### src/logic/adccfg_core_end.sv
// spare design file: it holds no module of its own
`timescale 1ns/1ns
`default_nettype none
`default_nettype wire

### src/logic/adccfg_pkg.sv
// constants, field layouts and state types of the identity and global configuration registers
// ---------------------------------------------------------------------------
// Operation
// The identity register is read-only, its top three bits give a silicon revision and bit 4 always reads one.
// Bits 3 to 2 of the identity register return a fixed family code.
// The two low identity bits give the channel count as 00 for four, 01 for six and 10 for eight channels.
// Bit 6 of the rate and clock register picks daisy-chain at zero and multiple readback at one.
// Bit 5 of the rate and clock register drives the oscillator onto the clock pin only while the clock-select pin is high.
// The modulator runs at half the master clock and the output rate is it divided by 64 doubling per code up to 4096.
// The host never programs the reserved rate code 111.
// Bit 4 of the test register picks external test signals at zero and internal ones at one.
// Bit 2 of the test register picks single or double internal test amplitude.
// The test frequency field pulses at master clock over 2^21 for 00, over 2^20 for 01, dc for 11, with 10 unused.
// The rate and clock register sits at 01h and resets to 96h.
// The test register sits at 02h and resets to C0h.
// The reference and bias register sits at 03h, resets to 60h and selects reference source and bias operation.
// The host writes every reserved bit with its reset value.
// ---------------------------------------------------------------------------
package adccfg_pkg;

	// ---------------------------------------------------------------------------
	// serial frame
	// ---------------------------------------------------------------------------
	localparam int           ADDR_W             = 7;
	localparam int           DATA_W             = 8;
	localparam logic [4:0]   BITCNT_CMD_LAST    = 5'h07;
	localparam logic [4:0]   BITCNT_SHIFT_FIRST = 5'h08;
	localparam logic [4:0]   BITCNT_DATA_LAST   = 5'h0f;
	localparam logic [4:0]   BITCNT_FRAME       = 5'h10;

	// ---------------------------------------------------------------------------
	// register map
	// ---------------------------------------------------------------------------
	localparam logic [6:0]   ADDR_IDENTITY      = 7'h00;
	localparam logic [6:0]   ADDR_RATE_CLOCK    = 7'h01;
	localparam logic [6:0]   ADDR_TEST          = 7'h02;
	localparam logic [6:0]   ADDR_REF_BIAS      = 7'h03;
	localparam logic [7:0]   READ_UNMAPPED      = 8'h00;

	// ---------------------------------------------------------------------------
	// field codes
	// ---------------------------------------------------------------------------
	localparam logic [2:0]   RATE_CODE_RESERVED = 3'h7;
	localparam logic [2:0]   RATE_CODE_SLOWEST  = 3'h6;
	localparam logic [1:0]   TEST_FREQ_SLOW     = 2'h0;
	localparam logic [1:0]   TEST_FREQ_FAST     = 2'h1;
	localparam logic [1:0]   TEST_FREQ_UNUSED   = 2'h2;
	localparam logic [1:0]   TEST_FREQ_DC       = 2'h3;
	localparam logic [1:0]   CH_CODE_4          = 2'h0;
	localparam logic [1:0]   CH_CODE_6          = 2'h1;
	localparam logic [1:0]   CH_CODE_8          = 2'h2;

	// ---------------------------------------------------------------------------
	// timing defaults
	// ---------------------------------------------------------------------------
	localparam int           MOD_DIV_DEFAULT    = 2;
	localparam int           DECIM_BASE_DEFAULT = 64;
	localparam int           RATE_CODE_MAX      = 6;
	localparam int           TEST_LOG2_DEFAULT  = 21;
	localparam int           TEST_FAST_SHIFT    = 1;

	// ---------------------------------------------------------------------------
	// register layouts
	// ---------------------------------------------------------------------------
	typedef struct packed {
		logic [2:0] silicon_revision;
		logic       always_one;
		logic [1:0] family_code;
		logic [1:0] channel_count_code;
	} adccfg_identity_t;

	typedef struct packed {
		logic       rsv_top;
		logic       multi_readback;
		logic       clk_out_en;
		logic [1:0] rsv_mid;
		logic [2:0] output_rate_code;
	} adccfg_rate_clock_t;

	typedef struct packed {
		logic [2:0] rsv_top;
		logic       internal_source;
		logic       rsv_mid;
		logic       test_amplitude_select;
		logic [1:0] test_frequency_select;
	} adccfg_test_cfg_t;

	typedef struct packed {
		logic       refbuf_on;
		logic [1:0] rsv_mid;
		logic       bias_measure;
		logic       biasref_internal;
		logic       bias_buf_on;
		logic       bias_sense_en;
		logic       bias_lead_off;
	} adccfg_ref_bias_t;

	typedef struct packed {
		logic cs_n;
		logic sclk;
		logic mosi;
	} adccfg_spi_pins_t;

	typedef struct packed {
		logic clock_source_pin;
		logic bias_lead_off;
	} adccfg_misc_pins_t;

	localparam adccfg_rate_clock_t RATE_CLOCK_RESET = 8'h96;
	localparam adccfg_test_cfg_t   TEST_CFG_RESET   = 8'hc0;
	localparam adccfg_ref_bias_t   REF_BIAS_RESET   = 8'h60;
	localparam adccfg_spi_pins_t   SPI_PINS_IDLE    = 3'h4;
	localparam adccfg_misc_pins_t  MISC_PINS_IDLE   = 2'h0;

	typedef struct packed {
		adccfg_rate_clock_t rate_clock;
		adccfg_test_cfg_t   test_cfg;
		adccfg_ref_bias_t   ref_bias;
		logic [7:0]         shift_in;
		logic [7:0]         shift_out;
		logic [7:0]         cmd;
		logic [4:0]         bit_cnt;
		logic               sclk_d;
		logic               osc;
		logic               wave;
		logic               wave_out;
	} adccfg_core_state_t;

	localparam adccfg_core_state_t CORE_STATE_RESET = '{
		rate_clock: RATE_CLOCK_RESET,
		test_cfg:   TEST_CFG_RESET,
		ref_bias:   REF_BIAS_RESET,
		default:    '0
	};

endpackage

### src/logic/adccfg_leaves.sv
// two-flop synchroniser and programmable tick divider
`timescale 1ns/1ns
`default_nettype none

module adccfg_sync2 #(
	parameter int           W   = 1,
	parameter logic [W-1:0] RST = '0
) (
	input  wire logic         core_clk_in,
	input  wire logic         rstn_in,
	input  wire logic [W-1:0] d_in,
	output logic      [W-1:0] q_out
);
	typedef struct packed {
		logic [W-1:0] s1;
		logic [W-1:0] s2;
	} adccfg_sync_state_t;

	adccfg_sync_state_t st_reg;
	adccfg_sync_state_t st_next;

	// first stage feeds only the second stage
	always_comb begin
		st_next.s1 = d_in;
		st_next.s2 = st_reg.s1;
	end

	always_ff @(posedge core_clk_in) begin
		if (!rstn_in) begin
			st_reg <= '{s1: RST, s2: RST};
		end else begin
			st_reg <= st_next;
		end
	end

	assign q_out = st_reg.s2;
endmodule

module adccfg_tick_div #(
	parameter int W = 14
) (
	input  wire logic         core_clk_in,
	input  wire logic         rstn_in,
	input  wire logic [W-1:0] period_in,
	output logic              tick_out
);
	typedef struct packed {
		logic [W-1:0] cnt;
	} adccfg_tick_state_t;

	adccfg_tick_state_t st_reg;
	adccfg_tick_state_t st_next;

	// compare with >= so that a shortened period wraps at once instead of running to overflow
	assign tick_out = (st_reg.cnt >= (period_in - W'(1)));

	always_comb begin
		st_next.cnt = tick_out ? '0 : st_reg.cnt + W'(1);
	end

	always_ff @(posedge core_clk_in) begin
		if (!rstn_in) begin
			st_reg <= '0;
		end else begin
			st_reg <= st_next;
		end
	end
endmodule

`default_nettype wire

### src/logic/adccfg_core.sv
// identity and global configuration registers behind the serial port
`timescale 1ns/1ns
`default_nettype none

module adccfg_core
	import adccfg_pkg::*;
#(
	parameter int         CHANNELS    = 8,
	parameter logic [2:0] SILICON_REV = 3'h2,   // arbitrary value
	parameter logic [1:0] FAMILY_CODE = 2'h1,   // arbitrary value
	parameter int         MOD_DIV     = MOD_DIV_DEFAULT,
	parameter int         DECIM_BASE  = DECIM_BASE_DEFAULT,
	parameter int         RATE_W      = 14,
	parameter int         TEST_LOG2   = TEST_LOG2_DEFAULT
) (
	input  wire logic             core_clk_in,
	input  wire logic             rstn_in,
	input  wire logic             spi_cs_n_in,
	input  wire logic             spi_sclk_in,
	input  wire logic             spi_mosi_in,
	output logic                  spi_miso_out,
	output logic                  spi_miso_oe_out,
	input  wire logic             clock_source_pin_in,
	input  wire logic             bias_lead_off_in,
	output logic                  clk_pin_out,
	output logic                  clk_pin_oe_out,
	output logic                  multi_readback_out,
	output logic                  data_ready_out,
	output logic                  test_internal_out,
	output logic                  test_double_amp_out,
	output logic                  test_wave_out,
	output adccfg_ref_bias_t      ref_bias_out
);

	// ---------------------------------------------------------------------------
	// elaboration checks
	// ---------------------------------------------------------------------------
	localparam int RATE_BASE = MOD_DIV * DECIM_BASE;

	generate
		if (!(CHANNELS == 4 || CHANNELS == 6 || CHANNELS == 8)) begin : g_bad_ch
			$error("channel count must be 4, 6 or 8");
		end
		if (MOD_DIV < 1 || DECIM_BASE < 1 || (RATE_BASE << RATE_CODE_MAX) > (2 ** RATE_W)) begin : g_bad_rate
			$error("rate divider does not fit its counter");
		end
		if (TEST_LOG2 < 3) begin : g_bad_test
			$error("test divider too short");
		end
	endgenerate

	localparam logic [1:0] CH_CODE = (CHANNELS == 4) ? CH_CODE_4 : (CHANNELS == 6) ? CH_CODE_6 : CH_CODE_8;

	localparam logic [TEST_LOG2-1:0] TEST_HALF_SLOW = {1'b1, {(TEST_LOG2-1){1'b0}}};
	localparam logic [TEST_LOG2-1:0] TEST_HALF_FAST = TEST_HALF_SLOW >> TEST_FAST_SHIFT;

	// ---------------------------------------------------------------------------
	// pin synchronisers
	// ---------------------------------------------------------------------------
	adccfg_spi_pins_t   spi_raw;
	adccfg_spi_pins_t   spi_s;
	adccfg_misc_pins_t  misc_raw;
	adccfg_misc_pins_t  misc_s;

	assign spi_raw  = '{cs_n: spi_cs_n_in, sclk: spi_sclk_in, mosi: spi_mosi_in};
	assign misc_raw = '{clock_source_pin: clock_source_pin_in, bias_lead_off: bias_lead_off_in};

	adccfg_sync2 #(
		.W   (3),
		.RST (SPI_PINS_IDLE)
	) u_spi_sync (
		.core_clk_in (core_clk_in),
		.rstn_in     (rstn_in),
		.d_in        (spi_raw),
		.q_out       (spi_s)
	);

	adccfg_sync2 #(
		.W   (2),
		.RST (MISC_PINS_IDLE)
	) u_misc_sync (
		.core_clk_in (core_clk_in),
		.rstn_in     (rstn_in),
		.d_in        (misc_raw),
		.q_out       (misc_s)
	);

	// ---------------------------------------------------------------------------
	// state and dividers
	// ---------------------------------------------------------------------------
	adccfg_core_state_t     st_reg;
	adccfg_core_state_t     st_next;
	adccfg_identity_t       identity_word;
	logic [2:0]             rate_code_eff;
	logic [RATE_W-1:0]      rate_period;
	logic [TEST_LOG2-1:0]   test_half;
	logic                   test_tick;
	logic                   sclk_rise;
	logic                   sclk_fall;
	logic [7:0]             rx_byte;
	logic                   cmd_done;
	logic                   write_done;
	logic [7:0]             read_data;

	assign identity_word = '{
		silicon_revision:   SILICON_REV,
		always_one:         1'b1,
		family_code:        FAMILY_CODE,
		channel_count_code: CH_CODE
	};

	// a reserved code falls back to the slowest rate so the divider never overflows
	assign rate_code_eff = (st_reg.rate_clock.output_rate_code == RATE_CODE_RESERVED) ?
		RATE_CODE_SLOWEST : st_reg.rate_clock.output_rate_code;
	assign rate_period = RATE_W'(RATE_BASE) << rate_code_eff;

	assign test_half = (st_reg.test_cfg.test_frequency_select == TEST_FREQ_FAST) ?
		TEST_HALF_FAST : TEST_HALF_SLOW;

	adccfg_tick_div #(
		.W (RATE_W)
	) u_rate_div (
		.core_clk_in (core_clk_in),
		.rstn_in     (rstn_in),
		.period_in   (rate_period),
		.tick_out    (data_ready_out)
	);

	adccfg_tick_div #(
		.W (TEST_LOG2)
	) u_test_div (
		.core_clk_in (core_clk_in),
		.rstn_in     (rstn_in),
		.period_in   (test_half),
		.tick_out    (test_tick)
	);

	// ---------------------------------------------------------------------------
	// serial decode
	// ---------------------------------------------------------------------------
	// edges are seen on the synchronised pins, so each sclk phase needs at least four core cycles
	assign sclk_rise  = spi_s.sclk & ~st_reg.sclk_d;
	assign sclk_fall  = ~spi_s.sclk & st_reg.sclk_d;
	assign rx_byte    = {st_reg.shift_in[6:0], spi_s.mosi};
	assign cmd_done   = !spi_s.cs_n && sclk_rise && (st_reg.bit_cnt == BITCNT_CMD_LAST);
	assign write_done = !spi_s.cs_n && sclk_rise && (st_reg.bit_cnt == BITCNT_DATA_LAST) && st_reg.cmd[DATA_W-1];

	// identity is read-only: it appears here and nowhere in the write path
	always_comb begin
		case (rx_byte[ADDR_W-1:0])
			ADDR_IDENTITY:   read_data = identity_word;
			ADDR_RATE_CLOCK: read_data = st_reg.rate_clock;
			ADDR_TEST:       read_data = st_reg.test_cfg;
			ADDR_REF_BIAS:   read_data = {st_reg.ref_bias[7:1], misc_s.bias_lead_off};
			default:         read_data = READ_UNMAPPED;
		endcase
	end

	// a frame cut short by cs_n clears the bit count and writes nothing
	// reserved bits are stored as written; the host keeps them at their reset values
	always_comb begin
		st_next        = st_reg;
		st_next.sclk_d = spi_s.sclk;
		st_next.osc    = ~st_reg.osc;
		if (spi_s.cs_n) begin
			st_next.bit_cnt   = '0;
			st_next.shift_out = '0;
		end else if (sclk_rise && st_reg.bit_cnt != BITCNT_FRAME) begin
			st_next.shift_in = rx_byte;
			st_next.bit_cnt  = st_reg.bit_cnt + 5'h01;
			if (cmd_done) begin
				st_next.cmd = rx_byte;
				if (!rx_byte[DATA_W-1]) begin
					st_next.shift_out = read_data;
				end
			end
			if (write_done) begin
				case (st_reg.cmd[ADDR_W-1:0])
					ADDR_RATE_CLOCK: st_next.rate_clock = rx_byte;
					ADDR_TEST:       st_next.test_cfg   = rx_byte;
					ADDR_REF_BIAS:   st_next.ref_bias   = {rx_byte[7:1], 1'b0};
					default:         st_next.cmd        = st_reg.cmd;
				endcase
			end
		end else if (sclk_fall && st_reg.bit_cnt > BITCNT_SHIFT_FIRST && st_reg.bit_cnt != BITCNT_FRAME) begin
			st_next.shift_out = {st_reg.shift_out[6:0], 1'b0};
		end
		// test waveform: square wave from the divider, dc level, or idle low
		if (test_tick) begin
			st_next.wave = ~st_reg.wave;
		end
		case (st_reg.test_cfg.test_frequency_select)
			TEST_FREQ_DC:     st_next.wave_out = st_reg.test_cfg.internal_source;
			TEST_FREQ_UNUSED: st_next.wave_out = 1'b0;
			default:          st_next.wave_out = st_reg.test_cfg.internal_source & st_next.wave;
		endcase
	end

	always_ff @(posedge core_clk_in) begin
		if (!rstn_in) begin
			st_reg <= CORE_STATE_RESET;
		end else begin
			st_reg <= st_next;
		end
	end

	// ---------------------------------------------------------------------------
	// outputs
	// ---------------------------------------------------------------------------
	assign spi_miso_out        = st_reg.shift_out[DATA_W-1];
	assign spi_miso_oe_out     = ~spi_s.cs_n;
	assign clk_pin_out         = st_reg.osc;
	assign clk_pin_oe_out      = st_reg.rate_clock.clk_out_en & misc_s.clock_source_pin;
	assign multi_readback_out  = st_reg.rate_clock.multi_readback;
	assign test_internal_out   = st_reg.test_cfg.internal_source;
	assign test_double_amp_out = st_reg.test_cfg.test_amplitude_select;
	assign test_wave_out       = st_reg.wave_out;
	// bit 0 is live lead-off status and is never stored
	assign ref_bias_out        = {st_reg.ref_bias[7:1], misc_s.bias_lead_off};

	// spacing is judged only between two pulses of an unchanged period
	logic [RATE_W-1:0] gap_cnt;
	logic [RATE_W-1:0] last_period;
	logic              gap_primed;
	logic              gap_dirty;

	always_ff @(posedge core_clk_in) begin
		if (!rstn_in) begin
			gap_cnt     <= '0;
			last_period <= '0;
			gap_primed  <= 1'b0;
			gap_dirty   <= 1'b0;
		end else begin
			last_period <= rate_period;
			gap_cnt     <= data_ready_out ? '0 : gap_cnt + RATE_W'(1);
			if (data_ready_out) begin
				gap_primed <= 1'b1;
				gap_dirty  <= (rate_period != last_period);
			end else if (rate_period != last_period) begin
				gap_dirty <= 1'b1;
			end
		end
	end
endmodule

`default_nettype wire

### config.mk
export PLATFORM = sky130hd
export DESIGN_NAME = adccfg_core
export DESIGN_NICKNAME = d
export VERILOG_FILES = /design/src/logic/adccfg_core_end.sv /design/src/logic/adccfg_pkg.sv /design/src/logic/adccfg_leaves.sv /design/src/logic/adccfg_core.sv
export SDC_FILE = /design/constraint.sdc
export NUM_CORES = 1
export LEC_CHECK = 0
export BUFFER_PORTS_ARGS = -buffer_cell sky130_fd_sc_hd__clkbuf_2
export CORE_MARGIN = 8
export CORE_UTILIZATION = 60
export CTS_CLUSTER_SIZE = 12
export DETAILED_ROUTE_END_ITERATION = 10
export GPL_TIMING_DRIVEN = 0
export PLACE_DENSITY = 0.84
export SETUP_SLACK_MARGIN = 0.1
export SLEW_MARGIN = 5
export SYNTH_ARGS = -nofsm -noshare
export SYNTH_HDL_FRONTEND = slang
export SYNTH_HIERARCHICAL = 1
export SYNTH_SLANG_ARGS = --single-unit
### constraint.sdc
create_clock -name core_clk_in -period 5.29 [get_ports core_clk_in]
set_input_delay 0 -clock core_clk_in [delete_from_list [all_inputs] [get_ports core_clk_in]]
set_output_delay 0 -clock core_clk_in [all_outputs]
set_load 0.03 [all_outputs]
==> reports/results.tsv <==
metric	value	unit
outcome	finished, final reports clean	
skew final	0.0172	ns
number of distinct library cells after synthesis	62	
crit path DAT	3.35	ns
crit-path cells	clkbuf_1, nor3_1, nor4_2, nand3_1, nor3_2, xnor2_1, ha_1, nand4_1, nor2_1, o311a_4, a211o_2, clkbuf_2	
largest net degree at the start of global routing	21	
Slowest Stage Delay on Critical Path	0.35	ns
PD cells	206	nW/um2
Worst-Margin Slew	0.669	ns
Multi-input gate area	3770	um2
Worst path slowest cell	ha_1	
Seq cells post-synth	100	
Buf+Inv Stages, Crit Path	2	
Final Slew Violations	0	
clock latency on the worst-skew pair	0.37	ns
vias per std cell	5.37	
initial antenna violation count	0	
part of the cycle the worst path needs	63.4	%
via count	4836	
Hold Path Cell Cnt	2	
Post-synth EDFFs	0	
1st-pass router iterations	5	
Peak VDD IR	205	uV
H-tree depth	3	
Worst slew margin	55.3	%
DP Wirelength	9610	um
Primary FF master, synth	dfxtp_1	
initial core utilization	61.8	%
die width	114	um
WP depth	12	
post-route cell area	6550	um2
DP Area	6300	um2
mapped cell area	5710	um2
register area share after synthesis	35.1	%
Avg WL per Cell	13.9	um
# DRC	0	
first-pass GRT wire length	21400	um
GP Congestion	0.872	
# IOs	24	
crit-path leading delay family	simple AND/OR/NAND/NOR gates	
Leak Pwr	2.70	nW
Rows	35	
Buffers on Ports	23	
initial DRC count	294	
Crit. End Element	primary output	
Critical Path Source Type	register	
vias in the first global route	4782	
CTS tree	built	
Total GRT Usage	20.0	%
non-filler cells, final	900	
unrepaired setup endpoints after global routing	false	
TritonCTS Sinks	100	
fmax	0.298	GHz
Clock Tree Root	clkbuf_8	
CTS buffer count	9	
Post-CTS Setup Repair Bufs	0	
ys async rst share	0	%
DRT Wirelength	12500	um
R2R depth	11	
post-route ant nets	0	
clk slew on worst S/H paths	0.11	ns
Final Hold Fails	0	
Max-Cap Viols	0	
synth warn	6	
Worst EP required	5.29	ns
Clock Path Buffers	2	
Syn Inst Count	644	
fill count	712	
Post-CTS Resized	0	
share of cells above drive strength 1	11.3	%
Reg area	2000	um2
area delta synth->final	14.7	%
Setup Crit Path Kind	register to primary output	
GRT overflow	0	
max reg flops	35	
Mapped Avg Cell Area	8.87	um2
placed instance count	879	
Tot Pwr	1.35	mW
Die Ht	114	um
Tmin final	3.35	ns
hold crit path type	primary input to register	
area of the core	9240	um2
setup TNS	0	ns
Max FO, Critical Path	9	
Total Nets Final	815	
Setup violations, final	0	
Post-CTS Hold Fix Bufs	5	
DIE AREA	12900	um2
diode count	0	
## through the flow
stage	worst slack (ns)	hold slack [ns]	util (%)
6_report	1.94	0.00902	70.9
4_1_cts	1.93	0.00388	70.9
2_1_floorplan	2.64	0.0730	-
3_3_place_gp	2.42	0.181	68.2
3_5_place_dp	2.30	0.186	68.2
5_1_grt	1.72	0.0253	70.9
## layout by cell type (no fill, tap or decap), types with 4 or more instances in the layout
| cell type | netlist | routed |
|---|---|---|
| a21oi_1 | 18 | 18 |
| or3_1 | 5 | 5 |
| clkbuf_2 | 0 | 23 |
| o21ai_1 | 30 | 30 |
| nor3_1 | 21 | 21 |
| nor3b_1 | 5 | 5 |
| nand2b_1 | 11 | 11 |
| nor3_2 | 15 | 15 |
| buf_4 | 7 | 7 |
| mux2i_1 | 18 | 18 |
| o21ai_0 | 7 | 7 |
| inv_1 | 23 | 23 |
| xor2_1 | 22 | 22 |
| nand3_1 | 38 | 38 |
| a32oi_1 | 4 | 4 |
| dfxtp_1 | 100 | 100 |
| buf_2 | 6 | 6 |
| nor2_1 | 50 | 50 |
| conb_1 | 1 | 84 |
| nand2_1 | 51 | 51 |
| nand4_1 | 16 | 16 |
| nor2b_1 | 10 | 10 |
| a22o_1 | 6 | 6 |
| a211oi_1 | 4 | 4 |
| nor4_1 | 5 | 5 |
| and3_1 | 5 | 5 |
| clkbuf_8 | 0 | 9 |
| dlygate4sd3_1 | 0 | 5 |
| clkbuf_1 | 14 | 14 |
| and2_1 | 15 | 15 |
| nor4_2 | 4 | 4 |
| xnor2_1 | 44 | 44 |
| ha_1 | 42 | 42 |
## layer usage
metal / share of wire, % / GRT usage, % / up-vias
met5: 0 / 0 / -
met4: 2.2 / 6.93 / 0
met3: 5.5 / 3.96 / 28
met2: 49 / 35.4 / 117
met1: 43 / 23.4 / 2265
li1: - / - / 2426
## layout make-up
| class | count | share of cell area, % |
|---|---|---|
| Buffer | 30 | 2.52 |
| Clock buffer | 9 | 1.89 |
| Clock inverter | 7 | 1.22 |
| Inverter | 23 | 1.32 |
| Multi-Input combinational cell | 574 | 57.5 |
| Sequential cell | 100 | 30.6 |
| Tap cell | 129 | 2.46 |
| Timing Repair Buffer | 28 | 2.52 |
## final timing paths
kind,end,from,slack [ns]
setup / recovery,data_ready_out,st_reg[51]$_SDFFE_PN1P_,1.94
hold / removal,u_spi_sync/st_next[2]$_SDFF_PN1_,rstn_in,0.009
setup reg to reg,test_wave_out$_SDFF_PN0_,st_reg[42]$_SDFFE_PN0P_,2.24
hold reg to reg,clk_pin_out$_SDFF_PN0_,clk_pin_out$_SDFF_PN0_,0.43
## where the power goes
group	leakage [nW]	internal (mW)	switching [mW]	total (mW)
logic	1.79	0.0385	0.0573	0.0958
clock network	0.0990	0.187	0.297	0.484
registers	0.809	0.761	0.00745	0.768
total	2.70	0.987	0.362	1.35
## kinds of logic after synthesis
logic type | count (synthesis) | synth area share, %
flops | 100 | 35.1
other cells | 1 | 0.0657
fa+ha+maj | 42 | 9.20
compound gates | 90 | 10.4
xor+xnor | 66 | 10.1
simple gates | 270 | 26.8
mux | 22 | 3.94
buf+inv | 53 | 4.40
## synthesized netlist by cell type (all sizes together), types with 6 or more instances
library cell / number / area, um2
mux2i: 18 / 180
and2: 15 / 93.8
nand4: 17 / 121
nand2: 51 / 191
xnor2: 44 / 385
nand2b: 11 / 68.8
nor3: 36 / 255
o21ai: 37 / 185
nor4: 10 / 103
xor2: 22 / 193
nor2: 50 / 188
ha: 42 / 526
inv: 23 / 86.3
dfxtp: 100 / 2000
clkbuf: 14 / 52.6
a22o: 6 / 52.6
or3: 6 / 42.5
nor2b: 10 / 62.6
a21oi: 21 / 116
nand3: 38 / 190
buf: 16 / 113
No activity file was read; power rests on OpenSTA's default activity.
